[config.mk]
export PLATFORM = sky130hd
export DESIGN_NAME = output_clock_rate_selector
export DESIGN_NICKNAME = d
export VERILOG_FILES = /design/src/pkg/rate_sel_pkg.sv /design/src/rtl/output_clock_rate_selector.sv /design/src/rtl/port_rate_decode.sv
export SDC_FILE = /design/constraint.sdc
export NUM_CORES = 1
export LEC_CHECK = 0
export ABC_CLOCK_PERIOD_IN_PS = 2140
export BUFFER_PORTS_ARGS = -buffer_cell sky130_fd_sc_hd__buf_2
export CELL_PAD_IN_SITES_DETAIL_PLACEMENT = 1
export CELL_PAD_IN_SITES_GLOBAL_PLACEMENT = 1
export CORE_UTILIZATION = 29
export CTS_CLUSTER_DIAMETER = 100
export CTS_CLUSTER_SIZE = 25
export DETAILED_ROUTE_END_ITERATION = 10
export PLACE_DENSITY = 0.68
export SLEW_MARGIN = 20
export SYNTH_ARGS = -nofsm -noshare
export SYNTH_HDL_FRONTEND = slang
export SYNTH_SLANG_ARGS = --single-unit
[constraint.sdc]
create_clock -name i_clock -period 2.14 [get_ports i_clock]
set_input_delay 0.321 -clock i_clock [delete_from_list [all_inputs] [get_ports i_clock]]
set_output_delay 0.321 -clock i_clock [all_outputs]
set_load 0.005 [all_outputs]
[src/pkg/rate_sel_pkg.sv]
// Constants and types for the output clock rate selector
package rate_sel_pkg;
    // Register offsets
    localparam logic [7:0] ETH_SELECT_OFFSET   = 8'h20;
    localparam logic [7:0] AUX_FAMILY_OFFSET   = 8'h38;
    localparam logic [7:0] AUX_CODE_OFFSET     = 8'h39;
    localparam logic [7:0] RATE_P12_OFFSET     = 8'h60;
    localparam logic [7:0] RATE_P34_OFFSET     = 8'h61;
    localparam logic [7:0] RATE_P56_OFFSET     = 8'h62;
    localparam logic [7:0] RATE_P7_OFFSET      = 8'h63;
    localparam logic [7:0] MISC_CTRL_OFFSET    = 8'h70;
    // Field positions
    localparam int AUX_A_FAMILY_BIT  = 5;
    localparam int AUX_B_FAMILY_BIT  = 6;
    localparam int AUX_A_CODE_LSB    = 4;
    localparam int AUX_B_CODE_LSB    = 6;
    localparam int COMPOSITE_EN_BIT  = 0;
    localparam int SEC_FB_APLL_BIT   = 1;
    localparam int ETH_PORTS         = 6;
    localparam int NUM_PORTS         = 7;
    // Reset values
    localparam logic [7:0] REG_RESET = 8'h00;
    // Main output synthesizer rate feeding the auxiliary synthesizer
    localparam int AUX_SYNTH_REF_KHZ = 77760;
    // Source of each output port
    typedef enum logic [3:0] {
        SRC_OFF, SRC_2K, SRC_8K, SRC_AUX_A, SRC_AUX_B, SRC_MAIN_APLL,
        SRC_SEC_APLL, SRC_ETH_25M, SRC_ETH_50M, SRC_ETH_62M5, SRC_ETH_125M
    } src_t;
    // Rate codes
    localparam logic [3:0] CODE_AUX_B    = 4'h3;
    localparam logic [3:0] CODE_AUX_A    = 4'h4;
    localparam logic [3:0] CODE_MAIN_48  = 4'h5;
    localparam logic [3:0] CODE_SEC_MIX  = 4'hB;
    // Divide ratios
    localparam logic [6:0] DIV_1  = 7'h01;
    localparam logic [6:0] DIV_2  = 7'h02;
    localparam logic [6:0] DIV_4  = 7'h04;
    localparam logic [6:0] DIV_6  = 7'h06;
    localparam logic [6:0] DIV_8  = 7'h08;
    localparam logic [6:0] DIV_12 = 7'h0C;
    localparam logic [6:0] DIV_16 = 7'h10;
    localparam logic [6:0] DIV_48 = 7'h30;
    localparam logic [6:0] DIV_64 = 7'h40;
    // Auxiliary rates in kHz, index {family, code}; 16384 needs all 15 bits
    localparam logic [14:0] AUX_KHZ_2048  = 15'h0800;
    localparam logic [14:0] AUX_KHZ_4096  = 15'h1000;
    localparam logic [14:0] AUX_KHZ_8192  = 15'h2000;
    localparam logic [14:0] AUX_KHZ_16384 = 15'h4000;
    localparam logic [14:0] AUX_KHZ_1544  = 15'h0608;
    localparam logic [14:0] AUX_KHZ_3088  = 15'h0C10;
    localparam logic [14:0] AUX_KHZ_6176  = 15'h1820;
    localparam logic [14:0] AUX_KHZ_12352 = 15'h3040;
endpackage

[src/rtl/output_clock_rate_selector.sv]
// Output clock rate selector: register file and seven port decoders
`timescale 1ns/10ps
module output_clock_rate_selector
    import rate_sel_pkg::*;
(
    // Clock and reset
    input  wire logic        i_clock,
    input  wire logic        i_rst,
    // Register port
    input  wire logic [7:0]  i_reg_addr,
    input  wire logic [7:0]  i_reg_wdata,
    input  wire logic        i_reg_write,
    input  wire logic        i_reg_read,
    output logic [7:0]       o_reg_rdata,
    output logic             o_reg_rvalid,
    // Port selections, index 0 is port one
    output src_t             o_port_source [NUM_PORTS],
    output logic [6:0]       o_port_divide [NUM_PORTS],
    // Auxiliary rates in kHz
    output logic [14:0]      o_aux_a_khz,
    output logic [14:0]      o_aux_b_khz,
    // Composite output and secondary feedback clock choice
    output logic             o_composite_enable,
    output logic             o_sec_fb_from_apll
);
    logic [7:0]  rate_q [4];
    logic [7:0]  rate_d [4];
    logic [7:0]  eth_q;
    logic [7:0]  eth_d;
    logic [7:0]  fam_q;
    logic [7:0]  fam_d;
    logic [7:0]  auxc_q;
    logic [7:0]  auxc_d;
    logic [7:0]  misc_q;
    logic [7:0]  misc_d;
    logic [7:0]  rdata_d;
    logic [7:0]  rdata_q;
    logic        rvalid_q;
    logic [14:0] aux_a_d;
    logic [14:0] aux_b_d;
    logic [14:0] aux_a_q;
    logic [14:0] aux_b_q;
    logic [3:0]  port_code [NUM_PORTS];

    // Auxiliary rate lookup
    function automatic logic [14:0] aux_khz(input logic family, input logic [1:0] code);
        logic [14:0] khz;
        khz = AUX_KHZ_2048;
        unique case ({family, code})
            3'h0: khz = AUX_KHZ_2048;
            3'h1: khz = AUX_KHZ_4096;
            3'h2: khz = AUX_KHZ_8192;
            3'h3: khz = AUX_KHZ_16384;
            3'h4: khz = AUX_KHZ_1544;
            3'h5: khz = AUX_KHZ_3088;
            3'h6: khz = AUX_KHZ_6176;
            3'h7: khz = AUX_KHZ_12352;
        endcase
        return khz;
    endfunction

    // Register writes, whole byte at a time
    always_comb
    begin
        rate_d = rate_q;
        eth_d  = eth_q;
        fam_d  = fam_q;
        auxc_d = auxc_q;
        misc_d = misc_q;
        if (i_reg_write)
        begin
            unique case (i_reg_addr)
                RATE_P12_OFFSET:   rate_d[0] = i_reg_wdata;
                RATE_P34_OFFSET:   rate_d[1] = i_reg_wdata;
                RATE_P56_OFFSET:   rate_d[2] = i_reg_wdata;
                RATE_P7_OFFSET:    rate_d[3] = i_reg_wdata;
                ETH_SELECT_OFFSET: eth_d     = i_reg_wdata;
                AUX_FAMILY_OFFSET: fam_d     = i_reg_wdata;
                AUX_CODE_OFFSET:   auxc_d    = i_reg_wdata;
                MISC_CTRL_OFFSET:  misc_d    = i_reg_wdata;
                default:           rate_d    = rate_q;
            endcase
        end
    end

    // Read data and auxiliary rates
    always_comb
    begin
        unique case (i_reg_addr)
            RATE_P12_OFFSET:   rdata_d = rate_q[0];
            RATE_P34_OFFSET:   rdata_d = rate_q[1];
            RATE_P56_OFFSET:   rdata_d = rate_q[2];
            RATE_P7_OFFSET:    rdata_d = rate_q[3];
            ETH_SELECT_OFFSET: rdata_d = eth_q;
            AUX_FAMILY_OFFSET: rdata_d = fam_q;
            AUX_CODE_OFFSET:   rdata_d = auxc_q;
            MISC_CTRL_OFFSET:  rdata_d = misc_q;
            default:           rdata_d = 8'h00;
        endcase
        aux_a_d = aux_khz(fam_q[AUX_A_FAMILY_BIT], auxc_q[AUX_A_CODE_LSB +: 2]);
        aux_b_d = aux_khz(fam_q[AUX_B_FAMILY_BIT], auxc_q[AUX_B_CODE_LSB +: 2]);
    end

    // Register state
    always_ff @(posedge i_clock)
    begin
        if (i_rst)
        begin
            rate_q   <= '{default: REG_RESET};
            eth_q    <= REG_RESET;
            fam_q    <= REG_RESET;
            auxc_q   <= REG_RESET;
            misc_q   <= REG_RESET;
            rdata_q  <= 8'h00;
            rvalid_q <= 1'b0;
            aux_a_q  <= AUX_KHZ_2048;
            aux_b_q  <= AUX_KHZ_2048;
        end
        else
        begin
            rate_q   <= rate_d;
            eth_q    <= eth_d;
            fam_q    <= fam_d;
            auxc_q   <= auxc_d;
            misc_q   <= misc_d;
            rdata_q  <= i_reg_read ? rdata_d : 8'h00;
            rvalid_q <= i_reg_read;
            aux_a_q  <= aux_a_d;
            aux_b_q  <= aux_b_d;
        end
    end

    // Nibble of each port
    always_comb
    begin
        for (int p = 0; p < NUM_PORTS; p++)
            port_code[p] = (p % 2 == 0) ? rate_q[p / 2][3:0] : rate_q[p / 2][7:4];
    end

    // One decoder per port; ports three and seven cannot select an auxiliary source
    for (genvar g = 0; g < NUM_PORTS; g++)
    begin : g_port
        port_rate_decode #(
            .PORT_NUM (g + 1),
            .AUX_OK   ((g != 2) && (g != 6))
        ) u_dec (
            .i_clock   (i_clock),
            .i_rst     (i_rst),
            .i_code    (port_code[g]),
            .i_eth_sel ((g < ETH_PORTS) ? eth_q[g] : 1'b0),
            .o_source  (o_port_source[g]),
            .o_divide  (o_port_divide[g])
        );
    end

    assign o_reg_rdata        = rdata_q;
    assign o_reg_rvalid       = rvalid_q;
    assign o_aux_a_khz        = aux_a_q;
    assign o_aux_b_khz        = aux_b_q;
    assign o_composite_enable = misc_q[COMPOSITE_EN_BIT];
    assign o_sec_fb_from_apll = misc_q[SEC_FB_APLL_BIT];

    // Checks
    chk_port1_nibble: assert property (@(posedge i_clock) disable iff (i_rst)
        (i_reg_write && i_reg_addr == RATE_P12_OFFSET && i_reg_wdata[3:0] == 4'h6
         && !eth_q[0]) |=> ##1 (o_port_divide[0] == DIV_16))
        else $error("port one nibble not decoded");
    chk_code3_port6: assert property (@(posedge i_clock) disable iff (i_rst)
        ($past(port_code[5]) == CODE_AUX_B && !$past(eth_q[5]) && !$past(i_rst))
        |-> (o_port_source[5] == SRC_MAIN_APLL && o_port_divide[5] == DIV_2))
        else $error("port six code 3 wrong");
    chk_code4_port7: assert property (@(posedge i_clock) disable iff (i_rst)
        ($past(port_code[6]) == CODE_AUX_A && !$past(i_rst))
        |-> (o_port_source[6] == SRC_MAIN_APLL && o_port_divide[6] == DIV_2))
        else $error("port seven code 4 wrong");
    chk_main_div4: assert property (@(posedge i_clock) disable iff (i_rst)
        ($past(port_code[1]) == 4'hA && !$past(eth_q[1]) && !$past(i_rst))
        |-> (o_port_source[1] == SRC_MAIN_APLL && o_port_divide[1] == DIV_4))
        else $error("main divide by 4 wrong");
    chk_sec_mix: assert property (@(posedge i_clock) disable iff (i_rst)
        ($past(port_code[3]) == CODE_SEC_MIX && !$past(eth_q[3]) && !$past(i_rst))
        |-> (o_port_source[3] == SRC_SEC_APLL && o_port_divide[3] == DIV_2))
        else $error("port four code B wrong");
    chk_sec_div48: assert property (@(posedge i_clock) disable iff (i_rst)
        ($past(port_code[6]) == 4'hC && !$past(i_rst))
        |-> (o_port_source[6] == SRC_SEC_APLL && o_port_divide[6] == DIV_48))
        else $error("secondary divide by 48 wrong");
    chk_eth_port1: assert property (@(posedge i_clock) disable iff (i_rst)
        ($past(eth_q[0]) && $past(port_code[0][1:0]) == 2'b10 && !$past(i_rst))
        |-> o_port_source[0] == SRC_ETH_62M5)
        else $error("port one 62.5 MHz wrong");
    chk_eth_other: assert property (@(posedge i_clock) disable iff (i_rst)
        ($past(eth_q[2]) && $past(port_code[2][1:0]) == 2'b01 && !$past(i_rst))
        |-> o_port_source[2] == SRC_2K)
        else $error("port three Ethernet 2 kHz wrong");
    chk_aux_family: assert property (@(posedge i_clock) disable iff (i_rst)
        (fam_q[AUX_A_FAMILY_BIT] && auxc_q[AUX_A_CODE_LSB +: 2] == 2'b11) ##1
        $stable(fam_q) && $stable(auxc_q) |-> o_aux_a_khz == AUX_KHZ_12352)
        else $error("aux A rate wrong");
endmodule

[src/rtl/port_rate_decode.sv]
// Per-port rate code decoder with registered source and divide ratio
`timescale 1ns/10ps
module port_rate_decode
    import rate_sel_pkg::*;
#(
    parameter int PORT_NUM = 1,
    parameter bit AUX_OK   = 1'b1
)
(
    // Clock and reset
    input  wire logic       i_clock,
    input  wire logic       i_rst,
    // Selection
    input  wire logic [3:0] i_code,
    input  wire logic       i_eth_sel,
    // Decoded selection
    output src_t            o_source,
    output logic [6:0]      o_divide
);
    src_t       source_d;
    src_t       source_q;
    logic [6:0] divide_d;
    logic [6:0] divide_q;

    // Decode the code for this port
    always_comb
    begin
        source_d = SRC_OFF;
        divide_d = DIV_1;
        if (i_eth_sel && PORT_NUM <= ETH_PORTS)
        begin
            unique case (i_code[1:0])
                2'b00: source_d = SRC_ETH_25M;
                2'b01: source_d = (PORT_NUM == 1) ? SRC_ETH_50M : SRC_2K;
                2'b10: source_d = (PORT_NUM == 1) ? SRC_ETH_62M5 : SRC_8K;
                2'b11: source_d = SRC_ETH_125M;
            endcase
        end
        else
        begin
            unique case (i_code)
                4'h0: source_d = SRC_OFF;
                4'h1: source_d = SRC_2K;
                4'h2: source_d = SRC_8K;
                CODE_AUX_B:
                begin
                    if (PORT_NUM == 6)
                    begin
                        source_d = SRC_MAIN_APLL;
                        divide_d = DIV_2;
                    end
                    else
                        source_d = AUX_OK ? SRC_AUX_B : SRC_OFF;
                end
                CODE_AUX_A:
                begin
                    if (PORT_NUM == 7)
                    begin
                        source_d = SRC_MAIN_APLL;
                        divide_d = DIV_2;
                    end
                    else
                        source_d = AUX_OK ? SRC_AUX_A : SRC_OFF;
                end
                CODE_MAIN_48:
                begin
                    source_d = SRC_MAIN_APLL;
                    divide_d = DIV_48;
                end
                4'h6, 4'h7, 4'h8, 4'h9, 4'hA:
                begin
                    source_d = SRC_MAIN_APLL;
                    unique case (i_code)
                        4'h6:    divide_d = DIV_16;
                        4'h7:    divide_d = DIV_12;
                        4'h8:    divide_d = DIV_8;
                        4'h9:    divide_d = DIV_6;
                        default: divide_d = DIV_4;
                    endcase
                end
                CODE_SEC_MIX:
                begin
                    source_d = SRC_SEC_APLL;
                    divide_d = (PORT_NUM == 4 || PORT_NUM == 5) ? DIV_2 : DIV_64;
                end
                4'hC, 4'hD, 4'hE, 4'hF:
                begin
                    source_d = SRC_SEC_APLL;
                    unique case (i_code[1:0])
                        2'b00: divide_d = DIV_48;
                        2'b01: divide_d = DIV_16;
                        2'b10: divide_d = DIV_8;
                        2'b11: divide_d = DIV_4;
                    endcase
                end
            endcase
        end
    end

    // Register the decoded selection, tracking every new code
    always_ff @(posedge i_clock)
    begin
        if (i_rst)
        begin
            source_q <= SRC_OFF;
            divide_q <= DIV_1;
        end
        else
        begin
            source_q <= source_d;
            divide_q <= divide_d;
        end
    end

    assign o_source = source_q;
    assign o_divide = divide_q;
endmodule

==> impl_metrics.json <==
{
  "overflow": 0,
  "grt_pass1_vias": 5845,
  "syn_inst": 804,
  "worstSetupStartpointType": "flip-flop",
  "status": "finished, final reports clean",
  "ff2ff_setup_slack_ns": 0.28,
  "instances_no_fill": 1245,
  "grtUsageMet2": 0.2650,
  "fin_nets": 940,
  "coreArea_sq_um": 24320,
  "ioPinCount": 138,
  "dp_cells": 1211,
  "min_period_over_period": 0.8669,
  "maxSlewHeadroom": 0.2547,
  "cts.sinks": 165,
  "holdCritPathClass": "primary input to flip-flop",
  "yosysTopAreaCellShare": 0.4582,
  "portBuffers": 124,
  "vias_per_cell": 4.773,
  "grt_pass1_wl_microns": 32250,
  "min_period_ns": 1.855,
  "total_power_mw": 6.416,
  "drtAntennaViolNets": 0,
  "grt_usage": 0.1612,
  "cts_buffer_depth": 2,
  "yosysWarnings": 0,
  "die_w_microns": 159.7,
  "synthesis.area_sq_um": 7209,
  "start_util": 0.2964,
  "drv_cap": 0,
  "final_common_cell": "dfxtp_1",
  "crit_fanout": 9,
  "ys_seq_area_frac": 0.4582,
  "ff_latch_area_sq_um": 3303,
  "place_area_sq_um": 8160,
  "ir_worst_vdd_mv": 0.4672,
  "grt-busiest-layer": "met2",
  "layout_common_cells": "dfxtp_1 (165), buf_2 (123), nor2_1 (117)",
  "grt_antenna_before_repair": 2,
  "hold_end": "o_reg_rvalid",
  "ys_ff_latch": 165,
  "hold_ws_ns": 0.2176,
  "fin_ws_ns": 0.2848,
  "die_height_microns": 159.7,
  "hold_viol": 0,
  "clk_latency_ns": 0.42,
  "drive_above_1_share": 0.2274,
  "synthToLayoutAreaGrowth_pct": 21.73,
  "fill_cells": 2840,
  "cts_setup_buffers": 0,
  "endpoint_kind": "flip-flop",
  "htreeDepth": 4,
  "gp_congestion": 0.8275,
  "cts_tree": "yes",
  "cp.required_ns": 2.46,
  "drc": 0,
  "wl_per_cell_microns": 16.34,
  "cts-resized-gates": 0,
  "clk_pin_slew_worst_paths_ns": 0.06,
  "post-dp-hpwl_microns": 14610,
  "slew_viol_final": 0,
  "yosys-top-cells-area": "dfxtp_1 (46%), mux2i_1 (9.2%), nor2_1 (6.1%)",
  "synth_edf_count": 0,
  "multiInputGateArea_sq_um": 3481,
  "finalSetupViolations": 0,
  "async_flop_share": 0,
  "skew_ns": 0.006141,
  "row_count": 57,
  "p_leak_nw": 3.891,
  "rsz0062_at_grt": "false",
  "timing.fmax_mhz": 539.0,
  "cts_root_buffer": "clkbuf_16",
  "timing.rr.end": "g_port[0].u_dec.o_divide[1]",
  "yosysUniqueCellTypes": 64,
  "pre_cts_slack_ns": 0.09456,
  "slowest_stage": "dfxtp_1",
  "numCtsBuffers": 17,
  "grt_use_met1": 0.2080,
  "ys.flop_type": "dfxtp_1",
  "fin_util": 0.3609,
  "synth.avg_cell_area_sq_um": 8.967,
  "critical_path_class": "flip-flop to flip-flop",
  "hold_path_depth": 2,
  "cpPeakStageDelay_ns": 0.43,
  "dr.pass1.iters": 5,
  "dieArea_sq_um": 25490,
  "yosysTopAreaCell": "dfxtp_1",
  "ff2ff_path_depth": 6,
  "grtUsageMet3": 0.03169,
  "finalWirelength_microns": 20350,
  "p_per_area_nw_per_um2": 731.1,
  "critical_path_arrival_ns": 2.18,
  "grt_max_degree": 35,
  "cts_hold_buf": 0,
  "drt_iter0_drc": 296,
  "fin_area_sq_um": 8776,
  "tightest_slew_ns": 1.109,
  "vias": 5942,
  "r2r-start": "port_code[25]",
  "min_from": "i_reg_read",
  "final.setup.tns_ns": 0,
  "cp_cell_sequence": "inv_1 -> ha_1 -> or3_1 -> o2bb2ai_1 -> and2_1 -> and3_1"
}
## critical path, delay by kind of cell (launching register included)
family,cells,cell delay (ns)
AOI/OAI and AO/OA,1,0.13
adders and majority gates,1,0.30
buffers and inverters,1,0.12
DFF,1,0.43
and+or+nand+nor,3,0.79
## logic make-up after synthesis
group	synth area share
and+or+nand+nor	0.1899
DFF	0.4582
buffers and inverters	0.06525
muxes	0.1135
other	0.0005202
adders and majority gates	0.02569
AOI/OAI and AO/OA	0.1215
xor gates and xnor gates	0.02551
## report_power, final
| group | internal (mW) | total [mW] | switching, mW | leakage, nW |
|---|---|---|---|---|
| combinational | 0.0605 | 0.201 | 0.140 | 2.28 |
| clock | 1.89 | 3.14 | 1.24 | 0.280 |
| sequential | 3.07 | 3.08 | 0.00346 | 1.33 |
## cells in the mapped netlist (2+ instances only)
cell type and n:
dfxtp_1 165, nor2_1 117, mux2i_1 66, clkbuf_1 56
a21oi_1 44, nand2_1 43, nor3_1 23, o21ai_0 23
inv_1 22, nand2b_1 19, nand3_1 18, buf_4 16
xor2_1 15, ha_1 14, mux2_2 14, a22oi_1 12
a22o_1 11, nor2b_1 11, nor4_1 8, buf_1 6
buf_2 6, o22a_1 6, or3_1 6, xnor2_1 6
a31oi_1 5, and3_1 5, and2_1 4, nor3b_1 4
o211ai_1 4, a211oi_1 3, a21o_1 3, nand4_1 3
o21a_1 3, o31ai_1 3, or2_2 3, a221oi_1 2
a32oi_1 2, nand4_2 2, nor4b_1 2, o21ai_1 2
o22ai_1 2, o32a_1 2, or4_1 2
## routing by layer
layer / routed length, microns / vias up
met3: 846 / 28
met5: 0 / -
met1: 9464 / 2840
li1: - / 2938
met2: 9670 / 136
met4: 368 / 0
## worst max path at each step
stage | startpoint | end | slack, ns | cells past startpoint
4_1_cts | port_code[25] | g_port[0].u_dec.o_divide[3] | 0.27 | 7
3_5_place_dp | i_reg_addr[6] | o_reg_rdata[1] | 0.09 | 6
3_3_place_gp | i_reg_addr[6] | o_reg_rdata[5] | 0.11 | 6
2_1_floorplan | port_code[25] | g_port[0].u_dec.o_divide[1] | 0.40 | 7
6_report | port_code[25] | g_port[0].u_dec.o_divide[1] | 0.28 | 6
5_1_grt | port_code[24] | g_port[0].u_dec.o_source[0] | 0.05 | 6
## state kept, by name, indices dropped and copies added, names as in the netlist
signal and flops:
g_port.u_dec.o_source 27, misc_q 8, g_port.u_dec.o_divide 47, o_aux_a_khz 9, o_reg_rvalid 1, auxc_q 8
port_code 28, eth_q 8, rate_q 4, o_reg_rdata 8, fam_q 8, o_aux_b_khz 9
## final cells by class
class,instances,share of cell area
clock inverter,12,0.01754
inverter,22,0.009410
tap,324,0.04619
timing repair buffer,156,0.1012
multi-input combinational,544,0.3966
clock buffer,20,0.05204
sequential,165,0.3764
antenna,2,0.0005703
No activity file was read; power rests on OpenSTA's default activity.
